### src/wrc_pkg.sv
// Purpose: shared constants and types for the wake and reset control block
// Assumes: 250 MHz clock, register port with one-cycle read latency
// Notes:   all offsets and counts live here, with the option and prescale reset values
package wrc_pkg;

  localparam int unsigned CLK_MHZ        = 250;
  localparam int unsigned DRT_RC_US      = 1000;
  localparam int unsigned DRT_STD_US     = 18000;
  localparam int unsigned DRT_RC_CYC     = DRT_RC_US * CLK_MHZ;
  localparam int unsigned DRT_STD_CYC    = DRT_STD_US * CLK_MHZ;
  localparam int unsigned FILT_CYC       = 4;

  localparam logic [3:0] OFS_SECOND_OPTION_REGISTER     = 4'h0;
  localparam logic [3:0] OFS_STATUS      = 4'h1;
  localparam logic [3:0] OFS_TIMER       = 4'h2;
  localparam logic [3:0] OFS_PRESCALE    = 4'h3;
  localparam logic [3:0] OFS_CONTROL     = 4'h4;

  localparam int unsigned OPT_SL_BIT     = 1;
  localparam int unsigned OPT_PCW_BIT    = 2;
  localparam int unsigned OPT_BOD_BIT    = 3;
  localparam int unsigned OPT_SWDT_BIT   = 4;

  localparam logic [7:0] SECOND_OPTION_REGISTER_RST     = 8'h08;
  localparam logic [2:0] PRESCALE_RST    = 3'h0;
  localparam logic [3:0] FIRST_SHIFT     = 4'h3;

  typedef enum logic [1:0] {
    WRC_RUN   = 2'b00,
    WRC_SLEEP = 2'b01,
    WRC_HOLD  = 2'b10
  } wrc_state_t;

  typedef struct packed {
    logic [3:0] addr;
    logic [7:0] wdata;
    logic       wr;
    logic       rd;
  } wrc_req_t;

  typedef struct packed {
    logic oscillator_select_hi;
    logic oscillator_select_lo;
    logic wdt_fuse;
  } wrc_cfg_t;

endpackage : wrc_pkg

### src/wrc_top.sv
// Purpose: sleep, wake, brown-out and reset control with clock output
// Assumes: pins synchronous to clock; config word static
// Notes:   reset source shown in status; core reset is core_reset_n
//
// Behaviour
// capture five wake pin levels at sleep
// wake only on opposite level to captured
// wake acts through a warm reset
// pin-change wake clears wake flag
// bit seven pin also wakes, same flag
// one enable arms all five wake inputs
// enabled brown-out holds core in reset
// brown-out off at power-up, enable active low
// watchdog on when fuse set
// watchdog enable latched at sleep entry
// software bit four controls watchdog without fuse
// software watchdog enable starts disabled
// rc mode start-up 1 ms not 18 ms
// short delay after every reset source
// sleep low voltage bit lowers core supply
// glitch filter wake pins and reset pin
// rc mode clock output from timer bit zero
// prescaler selects clock divide 4 to 512
// software timer bit zero drives clock output
// wake armed only asleep and enabled
`timescale 1ns/1ps
module wrc_top
  import wrc_pkg::*;
#(
  parameter int unsigned DRT_RC  = DRT_RC_CYC,
  parameter int unsigned DRT_STD = DRT_STD_CYC,
  parameter int unsigned FILT    = FILT_CYC
) (
  input  wire logic       clock,
  input  wire logic       arst_n,
  input  wire wrc_req_t   req,
  output logic [7:0]      rdata,
  input  wire wrc_cfg_t   cfg,
  input  wire logic       sleep_req,
  input  wire logic [3:0] wake_pins,
  input  wire logic       wake_slow_pin,
  input  wire logic       external_reset_pin_n,
  input  wire logic       brownout_detect,
  input  wire logic       watchdog_timeout,
  output logic            core_reset_n,
  output logic            asleep,
  output logic            watchdog_enable,
  output logic            sleep_low_voltage_select,
  output logic            clock_output_pin
);

  ////////////////////////////////////////////////////////////////////////////
  wrc_state_t  state_q;
  logic [7:0]  second_option_register_q;
  logic        pin_change_wake_flag_q;
  logic        wdt_cause_q;
  logic [7:0]  timer_zero_register_q;
  logic [2:0]  prescale_q;
  logic [9:0]  pre_cnt_q;
  logic [4:0]  wake_lat_q;
  logic [4:0]  wake_flt_q;
  logic        external_reset_pin_flt_q;
  logic        wdt_lat_q;
  logic [31:0] drt_cnt_q;
  logic        rc_mode;
  logic        pin_change_wake;
  logic        bod_hold;
  logic        wdt_live;
  logic        tick;
  logic [4:0]  wake_raw;

  assign rc_mode  = cfg.oscillator_select_hi & cfg.oscillator_select_lo;
  assign wake_raw = {wake_slow_pin, wake_pins};
  assign bod_hold = ~second_option_register_q[OPT_BOD_BIT] & brownout_detect;
  assign wdt_live = cfg.wdt_fuse | second_option_register_q[OPT_SWDT_BIT];
  assign pin_change_wake = (state_q == WRC_SLEEP) && second_option_register_q[OPT_PCW_BIT]
                           && (wake_flt_q != wake_lat_q);

  ////////////////////////////////////////////////////////////////////////////
  // glitch filters: level must hold FILT cycles before accepted
  genvar gi;
  generate
    for (gi = 0; gi < 6; gi++) begin : g_filt
      logic [7:0] cnt_q;
      logic       raw;
      logic       out_q;
      if (gi < 5) begin : g_w
        assign raw = wake_raw[gi];
      end else begin : g_m
        assign raw = external_reset_pin_n;
      end
      always_ff @(posedge clock or negedge arst_n) begin
        if (!arst_n) begin
          cnt_q <= 8'h00;
          out_q <= (gi == 5) ? 1'b1 : 1'b0;
        end else if (raw == out_q) begin
          cnt_q <= 8'h00;
        end else if (cnt_q >= 8'(FILT - 1)) begin
          cnt_q <= 8'h00;
          out_q <= raw;
        end else begin
          cnt_q <= cnt_q + 8'h01;
        end
      end
      if (gi < 5) begin : g_wo
        assign wake_flt_q[gi] = out_q;
      end else begin : g_mo
        assign external_reset_pin_flt_q = out_q;
      end
    end
  endgenerate

  ////////////////////////////////////////////////////////////////////////////
  // sleep / reset sequencing
  always_ff @(posedge clock or negedge arst_n) begin
    if (!arst_n) begin
      state_q   <= WRC_HOLD;
      drt_cnt_q <= 32'h0000_0000;
    end else begin
      case (state_q)
        WRC_RUN: begin
          if (!external_reset_pin_flt_q || bod_hold || (watchdog_timeout && wdt_live)) begin
            state_q   <= WRC_HOLD;
            drt_cnt_q <= 32'h0000_0000;
          end else if (sleep_req) begin
            state_q <= WRC_SLEEP;
          end
        end
        WRC_SLEEP: begin
          if (!external_reset_pin_flt_q || bod_hold || pin_change_wake
              || (watchdog_timeout && wdt_lat_q)) begin
            state_q   <= WRC_HOLD;
            drt_cnt_q <= 32'h0000_0000;
          end
        end
        WRC_HOLD: begin
          if (!external_reset_pin_flt_q || bod_hold) begin
            drt_cnt_q <= 32'h0000_0000;
          end else if (drt_cnt_q >= (rc_mode ? DRT_RC - 1 : DRT_STD - 1)) begin
            state_q <= WRC_RUN;
          end else begin
            drt_cnt_q <= drt_cnt_q + 32'h0000_0001;
          end
        end
        default: begin
          state_q <= WRC_HOLD;
        end
      endcase
    end
  end

  // wake levels and watchdog setting captured on sleep entry
  always_ff @(posedge clock or negedge arst_n) begin
    if (!arst_n) begin
      wake_lat_q <= 5'h00;
      wdt_lat_q  <= 1'b0;
    end else if (state_q == WRC_RUN && sleep_req) begin
      wake_lat_q <= wake_flt_q;
      wdt_lat_q  <= wdt_live;
    end
  end

  // cause flag: cleared by pin wake, set by any other reset cause
  always_ff @(posedge clock or negedge arst_n) begin
    if (!arst_n) begin
      pin_change_wake_flag_q <= 1'b1;
      wdt_cause_q            <= 1'b0;
    end else if (pin_change_wake) begin
      pin_change_wake_flag_q <= 1'b0;
      wdt_cause_q            <= 1'b0;
    end else if (state_q != WRC_HOLD && watchdog_timeout
                 && (state_q == WRC_SLEEP ? wdt_lat_q : wdt_live)) begin
      pin_change_wake_flag_q <= 1'b1;
      wdt_cause_q            <= 1'b1;
    end else if (!external_reset_pin_flt_q || bod_hold) begin
      pin_change_wake_flag_q <= 1'b1;
      wdt_cause_q            <= 1'b0;
    end
  end

  ////////////////////////////////////////////////////////////////////////////
  // registers
  always_ff @(posedge clock or negedge arst_n) begin
    if (!arst_n) begin
      second_option_register_q  <= SECOND_OPTION_REGISTER_RST;
      prescale_q <= PRESCALE_RST;
    end else if (req.wr && req.addr == OFS_SECOND_OPTION_REGISTER) begin
      second_option_register_q <= req.wdata;
    end else if (req.wr && req.addr == OFS_PRESCALE) begin
      prescale_q <= req.wdata[2:0];
    end
  end

  // timer: software write wins, else counts on prescaler tick
  assign tick = (pre_cnt_q == ((10'h001 << (3'(prescale_q) + FIRST_SHIFT - 4'h1)) - 10'h001));
  always_ff @(posedge clock or negedge arst_n) begin
    if (!arst_n) begin
      pre_cnt_q             <= 10'h000;
      timer_zero_register_q <= 8'h00;
    end else if (req.wr && req.addr == OFS_TIMER) begin
      pre_cnt_q             <= 10'h000;
      timer_zero_register_q <= req.wdata;
    end else if (tick) begin
      pre_cnt_q             <= 10'h000;
      timer_zero_register_q <= timer_zero_register_q + 8'h01;
    end else begin
      pre_cnt_q <= pre_cnt_q + 10'h001;
    end
  end

  always_ff @(posedge clock or negedge arst_n) begin
    if (!arst_n) begin
      rdata <= 8'h00;
    end else if (req.rd) begin
      case (req.addr)
        OFS_SECOND_OPTION_REGISTER:  rdata <= second_option_register_q;
        OFS_STATUS:   rdata <= {5'h00, wdt_cause_q, pin_change_wake_flag_q, rc_mode};
        OFS_TIMER:    rdata <= timer_zero_register_q;
        OFS_PRESCALE: rdata <= {5'h00, prescale_q};
        OFS_CONTROL:  rdata <= {6'h00, state_q};
        default:      rdata <= 8'h00;
      endcase
    end else begin
      rdata <= 8'h00;
    end
  end

  ////////////////////////////////////////////////////////////////////////////
  // outputs
  always_ff @(posedge clock or negedge arst_n) begin
    if (!arst_n) begin
      core_reset_n             <= 1'b0;
      asleep                   <= 1'b0;
      watchdog_enable          <= 1'b0;
      sleep_low_voltage_select <= 1'b0;
      clock_output_pin         <= 1'b0;
    end else begin
      core_reset_n             <= (state_q != WRC_HOLD);
      asleep                   <= (state_q == WRC_SLEEP);
      watchdog_enable          <= (state_q == WRC_SLEEP) ? wdt_lat_q : wdt_live;
      sleep_low_voltage_select <= (state_q == WRC_SLEEP) && second_option_register_q[OPT_SL_BIT];
      clock_output_pin         <= rc_mode & timer_zero_register_q[0];
    end
  end

endmodule : wrc_top

### config.mk
export PLATFORM = sky130hd
export DESIGN_NAME = wrc_top
export DESIGN_NICKNAME = d
export VERILOG_FILES = /design/src/wrc_pkg.sv /design/src/wrc_top.sv
export SDC_FILE = /design/constraint.sdc
export NUM_CORES = 1
export LEC_CHECK = 0
export BUFFER_PORTS_ARGS = -buffer_cell sky130_fd_sc_hd__clkbuf_2
export CORE_MARGIN = 2
export CORE_UTILIZATION = 47
export CTS_CLUSTER_DIAMETER = 30
export DETAILED_ROUTE_END_ITERATION = 7
export PLACE_DENSITY = 0.68
export SLEW_MARGIN = 30
export SYNTH_ARGS = -nofsm -noshare
export SYNTH_HDL_FRONTEND = slang
export SYNTH_SLANG_ARGS = --single-unit
### constraint.sdc
create_clock -name clock -period 3.51 [get_ports clock]
set_input_delay 0 -clock clock [delete_from_list [all_inputs] [get_ports clock]]
set_output_delay 0 -clock clock [all_outputs]
set_load 0.02 [all_outputs]
==> impl_metrics.ini, run 1 <==
[outcome]
status = completed

[global_routing]
grt_max_degree = 64
grt_usage_pct = 19.6
overflow = 0
antenna_found_initial = 0
grt_pass1_vias = 4690
grt_pass1_wl_um = 22200

[routing]
route.detailed.wl_per_inst_um = 14.7
viasPerCell = 5.39
firstDrtPassIters = 4
drtAntennaViolNets = 0
drtIter0Drc = 369
drc = 0
vias = 4688
routed_wirelength_um = 12800

[finish]
drive_above_1_share_pct = 16.7
insertedDiodeCount = 0
nets = 729
utilization_pct = 58.7
syn_to_final_growth_pct = 22.8

[setup_path]
cpPeakStageDelay_ns = 0.56
critical_path.slowest_cell = or4b_1
crit_path_end_kind = flop
required_ns = 3.87
path_cells = inv_1 > ha_1 > or4b_1 > ha_1 > xnor2_1 > nand3_1 > a21o_1 > nand3_1 > nand3_4 > or4_1 > nand3_1
crit_type = reg2reg
worst_path_most_repeated_cell = nand3_1
cp.arrival_ns = 3.58
rr_startpoint = prescale_q[2]
start_kind = flop
worstPathMaxFanout = 10
startpoint = prescale_q[2]

[timing]
worstMarginPinSlew_ns = 0.773
maxSlewViolCount = 0
final_hold_viol_count = 0
rsz0062_at_grt = no
fin_crit_sh_pct = 91.9
maxSlewHeadroom_pct = 48.4
finalSetupTns_ns = 0
setup_viol = 0
fmax_mhz = 310
skew_ns = 0.00935
fin_crit_ns = 3.22

[clock_tree]
clk_pin_slew_worst_paths_ns = 0.06
cts_tree = done
htree_levels = 4
cts_buffers = 17
clk-insertion-delay-late_ns = 0.42
clockRootBuffer = clkbuf_16
clock_path_buffers = 2
cts_num_sinks = 138

[min_path]
hold_path_class = in2reg
hold_start = req[10]

[power]
p_leak_nw = 3.65
ir_worst_vdd_mv = 0.359
p_per_area_mw_per_mm2 = 609

[synthesis]
avgSynthCellArea_um2 = 11.1
yosysMostFrequentCell = dfrtp_1
synth_area_mm2 = 0.00631
synth_seq_area_share_pct = 54.8
yosysTopAreaCellShare_pct = 53.2
postSynthCellCount = 567
yosysWarnings = 0
ys_ff_latch = 138
async_reset_ff_share_pct = 100
synthFlopType = dfrtp_1
synth_edf_count = 0
synth_commonest_cells = 134 x dfrtp_1, 51 x nor2_1, 41 x nand2_1
yosysUniqueCellTypes = 57
synth_area_leaders = dfrtp_1 53%, ha_1 4.2%, mux2_2 3.9%, nor2_1 3.0%, nand3_1 2.7%
yosys.area.top_type = dfrtp_1

[floorplanning]
core_area_mm2 = 0.0132
initial_core_util_pct = 47.8
die_y_um = 120
die_w_um = 120
num_io_pins = 41
die_area_mm2 = 0.0144
row_count = 42

[placement]
place_congestion = 0.856
port_buffers = 40
dpl.hpwl_um = 8990

[run]
maxCapViolCount = 0
==> placed cells by master (no fill, tap or decap), types with 20 or more instances in the layout <==
cell	instances
o21ai_0	28
dlygate4sd3_1	25
nand3_1	34
ha_1	21
mux2_2	22
conb_1	36
and3_1	20
clkbuf_2	39
nor2_1	51
nand2_1	41
dfrtp_1	134
==> worst max-delay path: cells and delay by family, from the launching register on <==
kind,cells,cell delay (ns)
XOR/XNOR,1,0.26
flip-flops,1,0.40
buffers and inverters,1,0.10
AO/OA/AOI/OAI,1,0.18
adder cells (fa/ha/maj),2,0.64
AND/OR/NAND/NOR,6,1.59
==> final cells by class <==
cell class / count / area, um2
clock inverter: 14 / 194
timing repair buffer: 73 / 513
multi-input combinational: 440 / 2890
tap: 176 / 220
inverter: 10 / 37.5
clock buffer: 18 / 439
fill: 1120 / 5440
sequential: 138 / 3460
==> sequential cells by signal, indices dropped and copies added (netlist names), 2 cells and up <==
name,count
g_filt.cnt_q,48
drt_cnt_q,32
pre_cnt_q,10
rdata,8
second_option_register_q,8
timer_zero_register_q,8
g_filt.out_q,5
wake_lat_q,5
prescale_q,3
state_q,2
==> worst paths after layout <==
| path | end | slack, ns | cells past startpoint |
|---|---|---|---|
| max in group asynchronous | external_reset_pin_flt_q | 2.40 | 3 |
| hold reg to reg | g_filt[0].cnt_q[0] | 0.43 | 1 |
| hold / removal | rdata[0] | 0.03 | 3 |
| setup reg to reg | timer_zero_register_q[6] | 0.29 | 11 |
| setup / recovery | timer_zero_register_q[6] | 0.29 | 11 |
| min in group asynchronous | rdata[5] | 0.19 | 2 |
==> power breakdown <==
group          switching (mW)  internal, mW  total (mW)
registers               0.205          1.79        1.99
clock network           0.681          1.21        1.89
logic                   0.456         0.377       0.833
total                    1.34          3.38        4.72
==> routing by layer <==
layer  vias up  routed length, um  track usage, %
met3        22                453            4.37
met4         0                308            8.82
met2        87               6310            31.3
met1      2318               5740            25.7
met5         -                  0               0
li1       2261                  -               -
==> stage by stage <==
stage / area (um2) / cells / setup WS, ns / hold WS, ns / total power [mW]
2_1_floorplan: 6440 / 602 / 0.335 / -0.296 / 2.57
4_1_cts: 7740 / 869 / 0.291 / 0.00570 / 4.75
3_3_place_gp: 6860 / 812 / 0.435 / 0.106 / 2.78
6_report: 7750 / 869 / 0.286 / 0.0312 / 4.72
5_1_grt: 7750 / 869 / 0.0338 / 0.0678 / 4.96
3_5_place_dp: 6860 / 812 / 0.311 / 0.131 / 2.82
==> kinds of logic (layout without fill, tap and decap cells) <==
logic type | count (synthesis) | count (layout) | synth area share, %
mux | 32 | 32 | 5.91
compound gates | 94 | 94 | 10.4
simple gates | 229 | 229 | 19.1
buf+inv | 24 | 115 | 1.59
flops | 138 | 138 | 54.8
fa+ha+maj | 22 | 22 | 4.32
xor+xnor | 27 | 27 | 3.75
other cells | 1 | 36 | 0.0595
==> what timing repair did <==
item                                   in CTS  in global routing
buffers inserted                            0                  0
hold buffers                               25                  0
resized for setup                           0                  0
endpoints found under the hold margin     105                  0
(Power assumes the default switching activity.)
==> run 2: changes to the inputs <==
--- a/config.mk
+++ b/config.mk
@@ -5,12 +5,12 @@
 export SDC_FILE = /design/constraint.sdc
 export NUM_CORES = 1
 export LEC_CHECK = 0
-export BUFFER_PORTS_ARGS = -buffer_cell sky130_fd_sc_hd__clkbuf_2
 export CORE_MARGIN = 2
 export CORE_UTILIZATION = 47
 export CTS_CLUSTER_DIAMETER = 30
 export DETAILED_ROUTE_END_ITERATION = 7
-export PLACE_DENSITY = 0.68
+export DONT_BUFFER_PORTS = 1
+export PLACE_DENSITY = 0.66
 export SLEW_MARGIN = 30
 export SYNTH_ARGS = -nofsm -noshare
 export SYNTH_HDL_FRONTEND = slang
==> run 2 against run 1 <==
The run now ends with hold timing left. Cell area shrank 1.3%. Clock power shrank 9%. Combinational power shrank 2.9%. Register-to-register slack lost 0.04 ns. Critical path depth is the same. Core utilization shrank 0.77 points. Largest cell class unchanged. Largest power group unchanged.
==> impl_metrics.ini, run 2 (synthesized netlist as in run 1, its figures left out) <==
[power]
p_comb_share_pct = 17.8
p_leak_nw = 3.47
seq_power_share_pct = 44.2
ir_worst_vdd_mv = 0.404
switching_power_mw = 1.35
totalPowerFinal_mw = 4.54
clock_power_share_pct = 37.9
p_per_area_mw_per_mm2 = 594
p_int_mw = 3.19
p_sw_share_pct = 29.7

[finish]
final_cells = 841
drive_above_1_share_pct = 10.8
final_common_cell = dfrtp_1
reg.largest.list = g_filt.cnt_q x48, drt_cnt_q x32, pre_cnt_q x10
nets = 702
utilization_pct = 58.0
layout_common_cells = 134 x dfrtp_1, 51 x nor2_1, 41 x nand2_1, 41 x dlygate4sd3_1, 36 x conb_1
insertedDiodeCount = 0
syn_to_final_growth_pct = 21.2
largest_reg_flops = 48
stdcell_area_mm2 = 0.00765
top_register = g_filt.cnt_q

[global_routing]
grt_pass1_vias = 4627
grt_usage_pct = 19.5
grt_max_degree = 139
overflow = 0
grt_pass1_wl_um = 22000
antenna_found_initial = 0

[routing]
drc = 0
routed_wirelength_um = 13000
drtAntennaViolNets = 0
viasPerCell = 5.45
wl_met3_um = 611
drtIter0Drc = 352
wl_met1_um = 5870
firstDrtPassIters = 5
dr_wl_met2_um = 6140
vias = 4582
top_layer_used = met4
route.detailed.wl_per_inst_um = 15.4

[timing]
maxSlewHeadroom_pct = 43.7
worstMarginPinSlew_ns = 0.841
fin_crit_sh_pct = 92.9
fmax_mhz = 307
fin_ws_ns = 0.249
rsz0062_at_grt = no
fin_crit_ns = 3.26
maxSlewViolCount = 0
setup_viol = 0
finalSetupTns_ns = 0
final_hold_viol_count = 1
skew_ns = 0.00620
hold_slack_ns = -0.00532

[outcome]
status = complete, but fails checks
violations = hold timing

[clock_tree]
cts_tree = done
hold_buffers = 42
cts_num_sinks = 138
post-cts-setup-buffers = 0
clock_path_buffers = 2
clockRootBuffer = clkbuf_16
clk_pin_slew_worst_paths_ns = 0.06
htree_levels = 4
cts_buffers = 17
clk-insertion-delay-late_ns = 0.42
ctsResizeCount = 0

[setup_path]
crit_type = reg2reg
cpPeakStageDelay_ns = 0.56
worst-path-buf-inv = 1
crit_path_end_kind = flop
path_cells = inv_1 > ha_1 > or4b_1 > ha_1 > xnor2_1 > nand3_1 > a21o_1 > nand3_1 > nand3_4 > or4_1 > nand3_1
required_ns = 3.86
cp.arrival_ns = 3.62
critical_path.slowest_cell = or4b_1
crit_family = simple AND/OR/NAND/NOR gates
worst_path_most_repeated_cell = nand3_1
start_kind = flop
worstPathMaxFanout = 10

[placement]
port_buffers = 0
dpl.hpwl_um = 8610
dp_cells = 768
place_congestion = 0.840
dp_slack_ns = 0.303
place_area_mm2 = 0.00663

[floorplanning]
die_y_um = 120
row_count = 42
initial_core_util_pct = 47.8
core_area_mm2 = 0.0132
num_io_pins = 41
die_area_mm2 = 0.0144
die_w_um = 120

[run]
maxCapViolCount = 0

[min_path]
hold_path_class = in2reg
## run 2: changes by cell type in the layout (fill, tap and decap cells not counted)
| cell | change |
|---|---|
| buf_4 | -5 |
| bufinv_16 | -3 |
| clkinv_2 | -2 |
| inv_6 | +3 |
| dlygate4sd3_1 | +16 |
| clkinv_4 | -2 |
| clkinvlp_4 | +1 |
| buf_16 | +1 |
| clkbuf_8 | +2 |
| clkbuf_2 | -39 |
## run 2: final timing paths
path	startpoint	endpoint	slack, ns	depth (start not counted)
worst max-delay path	prescale_q[2]	timer_zero_register_q[6]	0.25	11
worst min-delay path	sleep_req	wdt_lat_q	-0.005	3
worst max register to register	prescale_q[2]	timer_zero_register_q[6]	0.25	11
worst min register to register	g_filt[0].cnt_q[0]	g_filt[0].cnt_q[0]	0.43	1
max in group asynchronous	arst_n	drt_cnt_q[7]	2.79	2
min in group asynchronous	arst_n	rdata[3]	0.20	2
## run 2: worst reg2reg max path, stage by stage (launching register included)
cell and delay, ns:
dfrtp_1 0.40, inv_1 0.10, ha_1 0.40, or4b_1 0.56, ha_1 0.25, xnor2_1 0.27
nand3_1 0.13, a21o_1 0.18, nand3_1 0.16, nand3_4 0.15, or4_1 0.51, nand3_1 0.10
## run 2: metal layers
layer	GRT usage [%]	vias to the layer above
met1	25.5	2247
met3	5.75	32
met4	8.38	0
met2	30.3	107
met5	0	-
li1	-	2196
## run 2: cell type report
type                            count  area [um2]
Fill cell                        1077        5540
Sequential cell                   138        3460
Multi-Input combinational cell    440        2890
Timing Repair Buffer               46         468
Clock buffer                       20         467
Tap cell                          176         220
Clock inverter                     11         110
Inverter                           10        37.5
## run 2: power by group through the flow
stage               sequential [mW]  combinational, mW  clock, mW
finish                         2.01              0.809       1.72
detailed placement             2.03              0.724          0
global route                   2.04              0.903       1.82
floorplan                      1.97              0.599          0
CTS                            2.01              0.806       1.75
global placement               2.02              0.689          0
